## config.mk

```make
export PLATFORM = sky130hd
export DESIGN_NAME = pointer_add_literal_ops
export DESIGN_NICKNAME = d
export VERILOG_FILES = /design/src/logic/pointer_add_pkg.sv /design/src/logic/pointer_add_literal_ops.sv /design/src/logic/pointer_slot.sv
export SDC_FILE = /design/constraint.sdc
export NUM_CORES = 1
export LEC_CHECK = 0
export BUFFER_PORTS_ARGS = -buffer_cell sky130_fd_sc_hd__buf_2
export CAP_MARGIN = 20
export CORE_MARGIN = 5
export CORE_UTILIZATION = 46
export DETAILED_ROUTE_END_ITERATION = 10
export PLACE_DENSITY = 0.85
export SETUP_SLACK_MARGIN = 0.3
export SLEW_MARGIN = 20
export SYNTH_ARGS = -nofsm -noshare
export SYNTH_HDL_FRONTEND = slang
export SYNTH_HIERARCHICAL = 1
export SYNTH_SLANG_ARGS = --single-unit
```

## constraint.sdc

```tcl
create_clock -name clock -period 2.2 [get_ports clock]
set_input_delay 0.11 -clock clock [delete_from_list [all_inputs] [get_ports clock]]
set_output_delay 0.11 -clock clock [all_outputs]
set_load 0.005 [all_outputs]
```

## src/logic/pointer_add_pkg.sv

```systemverilog
// Shared constants and carrier types for the pointer add-literal instruction block
package pointer_add_pkg;

    // ------------------------------------------------------------
    // Widths and encodings
    // ------------------------------------------------------------
    localparam int ADDR_W = 12;              // Data space address width
    localparam int PC_W = 21;                // Program counter width
    localparam int LIT_W = 6;                // Literal width
    localparam logic [7:0] OPC_ADD_PTR = 8'hE8; // Opcode high byte
    localparam int OPC_HI = 15;              // Opcode field top bit
    localparam int OPC_LO = 8;               // Opcode field bottom bit
    localparam int SEL_HI = 7;               // Pointer select top bit
    localparam int SEL_LO = 6;               // Pointer select bottom bit
    localparam int LIT_HI = 5;               // Literal top bit
    localparam int LIT_LO = 0;               // Literal bottom bit
    localparam logic [1:0] SEL_RETURN = 2'h3; // Select value meaning add-and-return
    localparam logic [1:0] SEL_PTR2 = 2'h2;  // Pointer register 2 select

    // ------------------------------------------------------------
    // Reset values
    // ------------------------------------------------------------
    localparam logic [ADDR_W-1:0] PTR_RESET = 12'h000; // Pointer reset value
    localparam logic [PC_W-1:0] PC_RESET = 21'h000000; // Program counter reset value
    localparam int POINTER_COUNT = 3;        // Number of pointer registers

    // ------------------------------------------------------------
    // Carrier types
    // ------------------------------------------------------------
    // Decoded instruction fields
    typedef struct packed {
        logic addPtr;                        // Add literal to selected pointer
        logic addRet;                        // Add to pointer 2 and return
        logic [1:0] sel;                     // Target pointer
        logic [LIT_W-1:0] lit;               // Unsigned literal
    } decoded_t;

    // Return stack interface toward the core
    typedef struct packed {
        logic pop;                           // Pop return stack
        logic pcLoad;                        // Load program counter
        logic [PC_W-1:0] pcValue;            // New program counter
    } return_req_t;

endpackage

```

## src/logic/pointer_add_literal_ops.sv

```systemverilog
// Executes the add-literal-to-pointer and add-pointer2-and-return instructions
// How it works
// - Add literal to selected pointer, one cycle
// - Variant adds literal to pointer 2 only
// - Variant then loads PC from stack, pops
// - Variant takes two cycles, second is nop
// - Select value three means add-and-return
// - Recognised only with extended set enabled
// - Sums kept as twelve-bit addresses
`timescale 1ns/1ps
module pointer_add_literal_ops (
    // Clock and reset
    input wire logic clock,
    input wire logic rst,
    // Configuration
    input wire logic extendedSetEnable,
    // Instruction in execute stage
    input wire logic instrValid,
    input wire logic [15:0] instr,
    // Core side pointer loads
    input wire logic [pointer_add_pkg::POINTER_COUNT-1:0] ptrLoadEn,
    input wire logic [pointer_add_pkg::ADDR_W-1:0] ptrLoadValue,
    // Return stack top
    input wire logic [pointer_add_pkg::PC_W-1:0] topOfReturnStack,
    // Pointer values
    output logic [pointer_add_pkg::ADDR_W-1:0] pointer0,
    output logic [pointer_add_pkg::ADDR_W-1:0] pointer1,
    output logic [pointer_add_pkg::ADDR_W-1:0] pointer2,
    // Return request and pipeline control
    output pointer_add_pkg::return_req_t returnReq,
    output logic nopCycle,
    output logic busy,
    output logic hit
);

    // ------------------------------------------------------------
    // Decode
    // ------------------------------------------------------------
    pointer_add_pkg::decoded_t dec;          // Decoded fields
    logic opMatch;                           // Opcode byte matches

    typedef enum logic [0:0] {
        EXEC,
        RET_NOP
    } phase_t;
    phase_t phase_q;                         // Execution phase
    phase_t phase_d;                         // Next phase

    // Instruction field decode
    always_comb begin
        opMatch = instr[pointer_add_pkg::OPC_HI:pointer_add_pkg::OPC_LO]
                  == pointer_add_pkg::OPC_ADD_PTR;
        dec.sel = instr[pointer_add_pkg::SEL_HI:pointer_add_pkg::SEL_LO];
        dec.lit = instr[pointer_add_pkg::LIT_HI:pointer_add_pkg::LIT_LO];
        dec.addPtr = 1'b0;
        dec.addRet = 1'b0;
        if (instrValid && extendedSetEnable && opMatch && phase_q == EXEC) begin
            if (dec.sel == pointer_add_pkg::SEL_RETURN) begin
                dec.addRet = 1'b1;
            end else begin
                dec.addPtr = 1'b1;
            end
        end
    end

    // ------------------------------------------------------------
    // Pointer registers
    // ------------------------------------------------------------
    logic [pointer_add_pkg::ADDR_W-1:0] ptrVal [pointer_add_pkg::POINTER_COUNT]; // Values
    logic [pointer_add_pkg::POINTER_COUNT-1:0] addEn; // Per-pointer add strobe

    // Pick the pointer to add into; select three never reaches this loop
    always_comb begin
        addEn = '0;
        for (int i = 0; i < pointer_add_pkg::POINTER_COUNT; i++) begin
            if (dec.addPtr && dec.sel == 2'(i)) begin
                addEn[i] = 1'b1;
            end
        end
        if (dec.addRet) begin
            addEn[pointer_add_pkg::SEL_PTR2] = 1'b1;
        end
    end

    // One slot per pointer
    for (genvar i = 0; i < pointer_add_pkg::POINTER_COUNT; i++) begin : g_ptr
        pointer_slot u_slot (
            .clock(clock),
            .rst(rst),
            .addEn(addEn[i]),
            .lit(dec.lit),
            .loadEn(ptrLoadEn[i]),
            .loadValue(ptrLoadValue),
            .value(ptrVal[i])
        );
    end

    assign pointer0 = ptrVal[0];
    assign pointer1 = ptrVal[1];
    assign pointer2 = ptrVal[2];

    // ------------------------------------------------------------
    // Return sequencing
    // ------------------------------------------------------------
    // Next phase
    always_comb begin
        phase_d = phase_q;
        unique case (phase_q)
            EXEC: begin
                if (dec.addRet) begin
                    phase_d = RET_NOP;
                end
            end
            RET_NOP: begin
                phase_d = EXEC;
            end
        endcase
    end

    // Phase register
    always_ff @(posedge clock or posedge rst) begin
        if (rst) begin
            phase_q <= EXEC;
        end else begin
            phase_q <= phase_d;
        end
    end

    // Return request, registered so data leaves a flop
    pointer_add_pkg::return_req_t ret_q;     // Held return request
    always_ff @(posedge clock or posedge rst) begin
        if (rst) begin
            ret_q <= '0;
        end else begin
            ret_q.pop <= dec.addRet;
            ret_q.pcLoad <= dec.addRet;
            if (dec.addRet) begin
                ret_q.pcValue <= topOfReturnStack;
            end
        end
    end

    // Request leaves the flop so the core sees a clean one-cycle pulse
    assign returnReq = ret_q;
    // Second cycle of a return; any instruction offered here is dropped
    assign nopCycle = (phase_q == RET_NOP);
    // Busy tells the core to stall fetch while the return target settles
    assign busy = dec.addRet;
    // Either instruction taken this cycle
    assign hit = dec.addPtr | dec.addRet;
endmodule

```

## src/logic/pointer_slot.sv

```systemverilog
// One file select pointer register with literal add
`timescale 1ns/1ps
module pointer_slot (
    // Clock and reset
    input wire logic clock,
    input wire logic rst,
    // Update control
    input wire logic addEn,
    input wire logic [pointer_add_pkg::LIT_W-1:0] lit,
    // Direct load from core
    input wire logic loadEn,
    input wire logic [pointer_add_pkg::ADDR_W-1:0] loadValue,
    // Current value
    output logic [pointer_add_pkg::ADDR_W-1:0] value
);

    // ------------------------------------------------------------
    // Pointer storage
    // ------------------------------------------------------------
    logic [pointer_add_pkg::ADDR_W-1:0] ptr_q; // Held pointer
    logic [pointer_add_pkg::ADDR_W-1:0] ptr_d; // Next pointer

    // Sum wraps within the data space; add wins over a core load
    always_comb begin
        ptr_d = ptr_q;
        if (addEn) begin
            ptr_d = ptr_q + {{(pointer_add_pkg::ADDR_W-pointer_add_pkg::LIT_W){1'b0}}, lit};
        end else if (loadEn) begin
            ptr_d = loadValue;
        end
    end

    // Register update
    always_ff @(posedge clock or posedge rst) begin
        if (rst) begin
            ptr_q <= pointer_add_pkg::PTR_RESET;
        end else begin
            ptr_q <= ptr_d;
        end
    end

    assign value = ptr_q;

endmodule

```

**Word-level counts from Yosys, hierarchy flattened**

Cells that the tools add are included.

- Logic and storage cells: 40
- Output and inout port bits: 62
- Flip-flop bits (word level): 59

- Eq/ne operators: 4
- Add/subtract/negate cells: 3
- Reduce and logical (&&, ||, !) cells: 10
- Multiplexer cells: 15
- Bitwise gates (word level): 2

Operators with widths:

| cell | number |
|---|---|
| 12-bit 2-to-1 mux | 6 |
| 12-bit by 6-bit adder with 12-bit output | 3 |
| 8-bit == test, second input constant | 1 |
| 1-bit 2-to-1 mux | 7 |
| 1-bit logical AND | 6 |
| 2-bit nonzero test | 3 |
| 2-bit == test, second input constant | 2 |
| 2-bit by 1-bit == test with 1-bit output, second input constant | 1 |
| 2-bit logical NOT | 1 |
| 2-bit 2-to-1 mux | 1 |
| 1-bit case mux with 2 select lines | 1 |
| 1-bit NOT | 1 |
| 1-bit OR | 1 |

**Logic depth before layout (Yosys ltp)**

Gate-level depths: netlist of run 1.

- Word-level depth: 8
- Mapped depth: 8
- Gate-level depth less buffers: 8

**By module**

Netlist of run 1, hierarchy kept.

Modules (own cells, without submodules):

| module | area each (µm²) | instances | seq. area each (µm²) | cells an instance |
|---|---|---|---|---|
| pointer_slot | 894.6 | 3 | 300.3 | 99 |
| pointer_add_literal_ops | 935.9 | 1 | 575.6 | 59 |

**Least setup slack after synthesis of run 1**

No wires, ideal clock.

- Kind: register -> register
- Start point: register phase_q (netlist: nopCycle)
- End point: register g_ptr[0].u_slot.ptr_q (netlist bit g_ptr[0].u_slot/value[7])
- Data arrival time: 2132 ps
- Data required time: 2074 ps
- Setup slack: -58 ps
- Stages on the path, launching flop included: 7
- Cells stage by stage: dfrtp_1 > nand4b_1 > nor3_1 > nor3b_1 > clkbuf_1 > nor2_1 > a221o_1

- Cells in the longest elaborated chain, start to end: 6
- Elaborated cells between the ends (all ways): 7

RTL lines:

| element | line | text |
|---|---|---|
| from (decl) | pointer_add_literal_ops.sv:46 | `phase_t phase_q;` |
| from (signal assigned) | pointer_add_literal_ops.sv:125 | `phase_q <= phase_d;` |
| 1-bit NOT * | -- |  |
| 1-bit logical AND * | pointer_add_literal_ops.sv:57 | `if (instrValid && extendedSetEnable && opMatch && phase_q == EXEC) begin` |
| 2-bit 2-to-1 mux * | pointer_add_literal_ops.sv:57 |  |
| 1-bit logical AND * | pointer_add_literal_ops.sv:76 | `if (dec.addPtr && dec.sel == 2'(i)) begin` |
| 1-bit 2-to-1 mux * | pointer_add_literal_ops.sv:76 |  |
| net addEn, one bit | pointer_add_literal_ops.sv:70 | `logic [pointer_add_pkg::POINTER_COUNT-1:0] addEn;` |
| 12-bit 2-to-1 mux or 2-bit nonzero test (tied branches) | -- |  |
| to (signal assigned) | pointer_slot.sv:36 | `ptr_q <= pointer_add_pkg::PTR_RESET;` |
| to (signal assigned) | pointer_slot.sv:38 | `ptr_q <= ptr_d;` |
| to (decl) | pointer_slot.sv:20 | `logic [pointer_add_pkg::ADDR_W-1:0] ptr_q;` |

Mark *: on every way through the listed nets, which the timed path passes. The rest lies on a longest branch.
A chain may end at the register's enable or synchronous reset.

**Worst setup path in the final report of run 1**

- Start point: register g_ptr[0].u_slot.ptr_q (netlist bit g_ptr[0].u_slot/value[3])
- End point: register g_ptr[0].u_slot.ptr_q (netlist bit g_ptr[0].u_slot/value[10])

- Cells in the longest elaborated chain, start to end: 2

RTL lines:

| element | line | text |
|---|---|---|
| 12-bit by 6-bit adder with 12-bit output | pointer_slot.sv:27 | `ptr_d = ptr_q + {{(pointer_add_pkg::ADDR_W-pointer_add_pkg::LIT_W){1'b0}}, lit};` |
| 12-bit 2-to-1 mux | pointer_slot.sv:26 | `if (addEn) begin` |

Every way passes these cells.

==> impl_metrics.csv, run 1 <==
group,metric,value,unit
status,status,"completed",
synthesis,ys_types,46,
setup_path,cp-end-kind,"flop",
synthesis,ys_warn_count,6,
cells_and_area,finalInstanceArea,0.00506,sq mm
synthesis,yosysSeqAreaShare,0.408,
detailed_routing,vias_per_cell,5.77,
placed_design,gp_congestion,0.961,
placed_design,place_area,0.00435,sq mm
setup_path,crit_slowest_cell,"dfrtp_1",
detailed_routing,drt_iter0_drc,262,
setup_path,crit_path_end,"g_ptr[0].u_slot/value[10]",
clocking,cts_buffer_depth,2,
timing,clock_skew,8.04,ps
cells_and_area,num_antenna_cells,0,
setup_path,path_buf_inv,0,
die,ios,118,
grt,grt_pass1_vias,3871,
timing,tns,0,ps
die,dieArea,0.00974,sq mm
timing,hold_ws,23.9,ps
cells_and_area,layout_commonest_cell,"buf_2",
cells_and_area,multi_input_area,0.00215,sq mm
grt,antenna_found_initial,1,
die,start_util,0.471,
timing,worst_pin_slew,857,ps
setup_path,cp_slowest_stage_delay,410,ps
timing,fmax,528,MHz
setup_path,worstSetupStartpoint,"g_ptr[0].u_slot/value[3]",
clocking,clock_tree.root_cell,"clkbuf_8",
synthesis,synth_nets,433,
die,die_w,98.7,um
grt,grt_max_degree,24,
detailed_routing,first_pass_iters,5,
timing,setup-violations-final,0,
setup_path,arrival,2120,ps
die,core_region_area,0.00769,sq mm
die,row_count,32,
detailed_routing,drt-total-wl,11700,um
synthesis,syn_area_per_cell,10.2,sq um
setup_path,rr_startpoint,"g_ptr[0].u_slot/value[3]",
grt,grt_pass1_wl,18300,um
placed_design,dpl.hpwl,7900,um
power_and_ir_drop,power_density,574,mW/mm^2
setup_path,r2r-end,"g_ptr[0].u_slot/value[10]",
detailed_routing,drt-wirelength-per-cell,18.7,um
clocking,clkLatencyLatePin,330,ps
synthesis,synth_cells,356,
grt,overflow,0,
setup_path,worstPathMaxFanout,5,
cells_and_area,utilization,0.659,
cells_and_area,n_fill_cell,619,
synthesis,ys_ff_latch,59,
clocking,cts_inserted_buffers,9,
setup_path,worst-r2r-setup-slack,310,ps
setup_path,path_delay_family,"compound AO/OA/AOI/OAI gates",
cells_and_area,most-common-layout-cells,"117 x buf_2, 59 x dfrtp_1, 25 x buf_4, 24 x nand2_1, 22 x inv_1",
placed_design,io_buffers,117,
die,fp.dieH,98.7,um
cells_and_area,drive_gt1_frac,0.420,
setup_path,path_depth,6,
detailed_routing,remaining_drc_errors,0,
hold_path,min_path_type,"input port to flop",
setup_path,crit_type,"flop to flop",
setup_path,path_cells,"ha_1, o21ai_1, a21oi_4, o31a_1, a211o_1, and3_1",
power_and_ir_drop,power,2910,uW
timing,hold_viol_final,0,
power_and_ir_drop,leakage,0.00253,uW
power_and_ir_drop,max-vdd-ir-drop,303,uV
setup_path,crit_required,2420,ps
clocking,clock_sinks,59,
cells_and_area,ff_latch_area,0.00148,sq mm
setup_path,start_kind,"flop",
synthesis,syn_area,0.00362,sq mm
cells_and_area,num-nets-final,598,
clocking,cts_tree,"yes",
timing,rsz0062_at_grt,"true",
cells_and_area,area_growth,39.9,%
setup_path,reg2reg_depth,6,
timing,slew_headroom,0.428,
timing,period_needed,1890,ps
run,maxCapViolCount,0,
detailed_routing,ant_nets,0,
timing,finalMaxSlewViolations,0,
detailed_routing,route.vias.total,3621,
clocking,clkSlewWorstSetupHoldPaths,70,ps
clocking,h-tree-depth,3,
timing,fin_crit_sh,0.861,
grt,grtUsageTotal,0.234,
what timing repair did:
item / CTS / global route
endpoints found under the hold margin: 78 / 0
pin swaps: 14 / 22
endpoints found under the setup margin: 10 / 34
gates resized for setup: 13 / 21
buffers inserted: 14 / 7
hold buffers: 20 / 0
gates cloned: 0 / 1
power breakdown:
part | internal (uW) | total, uW | switching [uW]
sequential | 1150 | 1220 | 73.5
clock | 468 | 884 | 416
combinational | 384 | 798 | 414
total | 2000 | 2910 | 903
how the worst min path moves through the flow:
stage	from	endpoint	slack, ps	cells past startpoint
finish	topOfReturnStack[19]	returnReq[19]	20	2
global route	topOfReturnStack[19]	returnReq[19]	10	2
CTS	topOfReturnStack[19]	returnReq[19]	1	2
detailed placement	rst	g_ptr[2].u_slot/value[7]	210	2
global placement	rst	g_ptr[2].u_slot/value[7]	200	2
floorplan	rst	g_ptr[0].u_slot/value[0]	-30	1
worst reg2reg max path, stage by stage (launching register included):
cell and delay [ps]:
dfrtp_1 410, ha_1 360, o21ai_1 250, a21oi_4 50
o31a_1 310, a211o_1 270, and3_1 140
stage by stage:
| stage | instances | setup slack [ps] |
|---|---|---|
| floorplan | 356 | 294 |
| global placement | 570 | 176 |
| detailed placement | 570 | 111 |
| CTS | 620 | 256 |
| global route | 628 | 231 |
| finish | 628 | 306 |
state kept, by name, summed over array words and instances, names as in the netlist:
name / cells
nopCycle: 1
returnReq: 22
g_ptr.u_slot/value: 36
cells in the mapped netlist, drive strengths merged:
library cell	instances	area, sq um
o21ai	24	120
mux2	21	236
nand2	25	93.8
a21oi	24	131
clkbuf	6	22.5
dfrtp	59	1480
inv	25	93.8
xnor2	3	26.3
and2	1	6.26
and3b	1	8.76
o31a	3	26.3
nand3	4	20.0
nor3	7	35.0
a211o	3	26.3
o21a	6	45.0
o211ai	6	60.1
o211a	6	60.1
nor3b	1	7.51
a221o	3	30.0
and3	6	37.5
nor2b	9	56.3
mux2i	18	180
ha	18	225
nand4b	1	8.76
xor2	6	52.6
or4	1	11.3
a22oi	6	45.0
a311o	3	30.0
buf	6	45.0
fa	3	60.1
nand2b	12	75.1
a21o	3	22.5
a211oi	6	60.1
o31ai	3	22.5
nor4	3	33.8
nor2	12	52.6
nand4	12	75.1
area by class of cell:
cell class / count / area share
repair buffers: 166 / 0.206
multi-input cells: 260 / 0.425
well taps: 102 / 0.0252
clock buffers: 14 / 0.0321
clock inverters: 2 / 0.00198
flip-flops and latches: 59 / 0.292
inverters: 25 / 0.0185
per-layer routing:
layer  part of all wire  vias to the layer above  GRT usage  wire, um
met4              0.038                        2      0.129       441
met5             0.0011                        -          0        13
met2               0.48                      208      0.383      5650
met1               0.38                     1734      0.271      4430
li1                   -                     1633          -         -
met3               0.10                       44     0.0757      1200
cell families (layout without fill, tap and decap cells):
logic type	count (synthesis)	after routing	share of synthesized area
AOI/OAI and AO/OA	96	96	0.188
xor gates and xnor gates	9	9	0.0218
adders and majority gates	21	21	0.0788
buffers and inverters	37	207	0.0446
DFF	59	59	0.408
muxes	39	39	0.115
and+or+nand+nor	95	95	0.144
Note: power is estimated with default switching activity, not from simulation.
==> run 2: changes to the inputs <==
CORE_UTILIZATION = 35   (was 46)
PLACE_DENSITY = 0.7   (was 0.85)
SYNTH_HIERARCHICAL = unset   (was 1)
==> impl_metrics.csv, run 2 <==
group,metric,value,unit
status,status,"completed",
timing,slew_headroom,0.672,
setup_path,worst-r2r-setup-slack,200,ps
cells_and_area,utilization,0.523,
power_and_ir_drop,power_density,577,mW/mm^2
grt,grt_max_degree,60,
timing,rsz0062_at_grt,"true",
timing,fmax,500,MHz
timing,tns,0,ps
clocking,cts_inserted_buffers,9,
synthesis,synth.area.top_cells,"dfrtp_1 41%, mux2_2 6.8%, ha_1 6.2%, a211oi_1 4.1%, mux2i_1 3.9%",
timing,setup-violations-final,0,
die,core_region_area,0.0102,sq mm
detailed_routing,vias_per_cell,5.37,
placed_design,dpl.hpwl,8140,um
synthesis,synth_nets,439,
synthesis,synthFlopType,"dfrtp_1",
clocking,cts_buffer_depth,2,
setup_path,crit_slowest_cell,"dfrtp_1",
setup_path,start_kind,"flop",
setup_path,crit_required,2420,ps
timing,clock_skew,6.29,ps
synthesis,yosysSeqAreaShare,0.407,
setup_path,rr_startpoint,"g_ptr[0].u_slot.value[0]",
setup_path,r2r-end,"g_ptr[0].u_slot.value[6]",
power_and_ir_drop,leakage,0.00253,uW
synthesis,ys_warn_count,0,
setup_path,crit_type,"flop to flop",
timing,fin_crit_sh,0.910,
grt,grtUsageTotal,0.177,
synthesis,syn_area_per_cell,10.0,sq um
clocking,clock_tree.root_cell,"clkbuf_8",
grt,overflow,0,
die,start_util,0.355,
grt,grt_pass1_wl,17800,um
placed_design,place_area,0.00445,sq mm
synthesis,async_flop_share,1.00,
clocking,clkSlewWorstSetupHoldPaths,70,ps
detailed_routing,drt-total-wl,11600,um
timing,hold_viol_final,0,
detailed_routing,drt-wirelength-per-cell,17.2,um
cells_and_area,num_antenna_cells,0,
setup_path,arrival,2220,ps
synthesis,ys_ff_latch,59,
detailed_routing,drt_iter0_drc,269,
die,dieArea,0.0125,sq mm
die,fp.dieH,112,um
clocking,h-tree-depth,3,
hold_path,hold_end,"g_ptr[0].u_slot.value[9]",
clocking,clock_sinks,59,
detailed_routing,remaining_drc_errors,0,
synthesis,syn_area,0.00363,sq mm
hold_path,hp-start,"ptrLoadValue[9]",
cells_and_area,area_growth,47.3,%
power_and_ir_drop,max-vdd-ir-drop,350,uV
run,maxCapViolCount,0,
cells_and_area,layout_commonest_cell,"buf_2",
synthesis,synth_cells,362,
detailed_routing,ant_nets,0,
setup_path,cp_slowest_stage_delay,390,ps
grt,antenna_found_initial,0,
cells_and_area,most-common-layout-cells,"117 x buf_2, 59 x dfrtp_1, 30 x buf_4, 28 x nor2_1, 26 x nand2_1",
placed_design,io_buffers,117,
placed_design,gp_congestion,0.946,
timing,hold_ws,62.8,ps
grt,grt_pass1_vias,3557,
timing,worst_pin_slew,489,ps
timing,finalMaxSlewViolations,0,
die,row_count,37,
clocking,clkLatencyLatePin,340,ps
synthesis,yosysTopAreaCell,"dfrtp_1",
clocking,cts_tree,"yes",
timing,period_needed,2000,ps
hold_path,min_path_type,"input port to flop",
hold_path,hold_depth,3,
cells_and_area,finalInstanceArea,0.00535,sq mm
cells_and_area,largest_reg_flops,36,
setup_path,cp-end-kind,"flop",
cells_and_area,drive_gt1_frac,0.454,
synthesis,synth_edf_count,0,
synthesis,post-synth-top-count-cell,"dfrtp_1",
cells_and_area,num-nets-final,612,
setup_path,worstPathMaxFanout,5,
die,ios,118,
detailed_routing,first_pass_iters,4,
synthesis,ys_types,51,
synthesis,synth_common_cells,"59 x dfrtp_1, 31 x nor2_1, 26 x nand2_1, 22 x mux2_2, 21 x a21oi_1",
die,die_w,112,um
synthesis,synth.top_cell.area_share,0.407,
setup_path,path_cells,"ha_4, inv_2, fa_2, nor2b_4, o31ai_2, a21o_1, buf_4, o32ai_2, a21oi_2",
setup_path,reg2reg_depth,9,
detailed_routing,route.vias.total,3633,
-- run 2: routing by layer --
metal | share of wire | GRT usage | up-vias
met5 | 0 | 0 | -
met4 | 0.016 | 0.0608 | 0
met3 | 0.086 | 0.0603 | 21
met2 | 0.50 | 0.299 | 167
met1 | 0.39 | 0.209 | 1738
li1 | - | - | 1707
-- run 2: stage by stage --
stage	worst slack [ps]	total power [uW]	cells
2_1_floorplan	273	1610	362
3_3_place_gp	178	1840	617
3_5_place_dp	79.5	1860	617
4_1_cts	234	2990	666
5_1_grt	119	3270	676
6_report	198	3090	676
-- run 2: critical path: cells and delay by family (launching register included) --
family,cells,cell delay [ps]
buffers and inverters,2,200
adder cells (fa/ha/maj),2,530
flip-flops,1,390
AND/OR/NAND/NOR,1,140
AO/OA/AOI/OAI,4,620
-- run 2: final cells by class --
cell class,count,area (sq um)
inverter,13,48.8
clock inverter,6,66.3
multi-input combinational,279,2380
timing repair buffer,173,1080
clock buffer,10,128
fill,909,4880
sequential,59,1480
tap,136,170
-- run 2: cell families (layout without fill, tap and decap cells) --
logic type / Yosys count / after routing / share of synthesized area
xor gates and xnor gates: 6 / 6 / 0.0145
muxes: 36 / 36 / 0.107
buffers and inverters: 24 / 202 / 0.0320
adders and majority gates: 21 / 21 / 0.0786
and+or+nand+nor: 123 / 123 / 0.187
DFF: 59 / 59 / 0.407
AOI/OAI and AO/OA: 93 / 93 / 0.174
-- run 2: how the worst max path moves through the flow --
| stage | depth (start not counted) | from | slack [ps] | end |
|---|---|---|---|---|
| after floorplan | 7 | nopCycle | 270 | g_ptr[2].u_slot.value[11] |
| after global placement | 8 | g_ptr[2].u_slot.value[0] | 180 | g_ptr[2].u_slot.value[10] |
| after detailed placement | 8 | g_ptr[1].u_slot.value[0] | 80 | g_ptr[1].u_slot.value[8] |
| after CTS | 7 | g_ptr[0].u_slot.value[4] | 230 | g_ptr[0].u_slot.value[9] |
| after global routing | 7 | nopCycle | 120 | g_ptr[2].u_slot.value[9] |
| final | 9 | g_ptr[0].u_slot.value[0] | 200 | g_ptr[0].u_slot.value[6] |
-- run 2: timing repair --
action | CTS | global route
pin swaps | 11 | 25
setup endpoints to repair | 18 | 21
hold buffers | 22 | 0
endpoints found under the hold margin | 80 | 0
buffers inserted | 11 | 10
resized for setup | 27 | 35
-- run 2: where the power goes --
group	switching [uW]	internal, uW	total (uW)
clock network	476	523	998
logic	438	430	868
registers	72.6	1150	1220
total	986	2100	3090
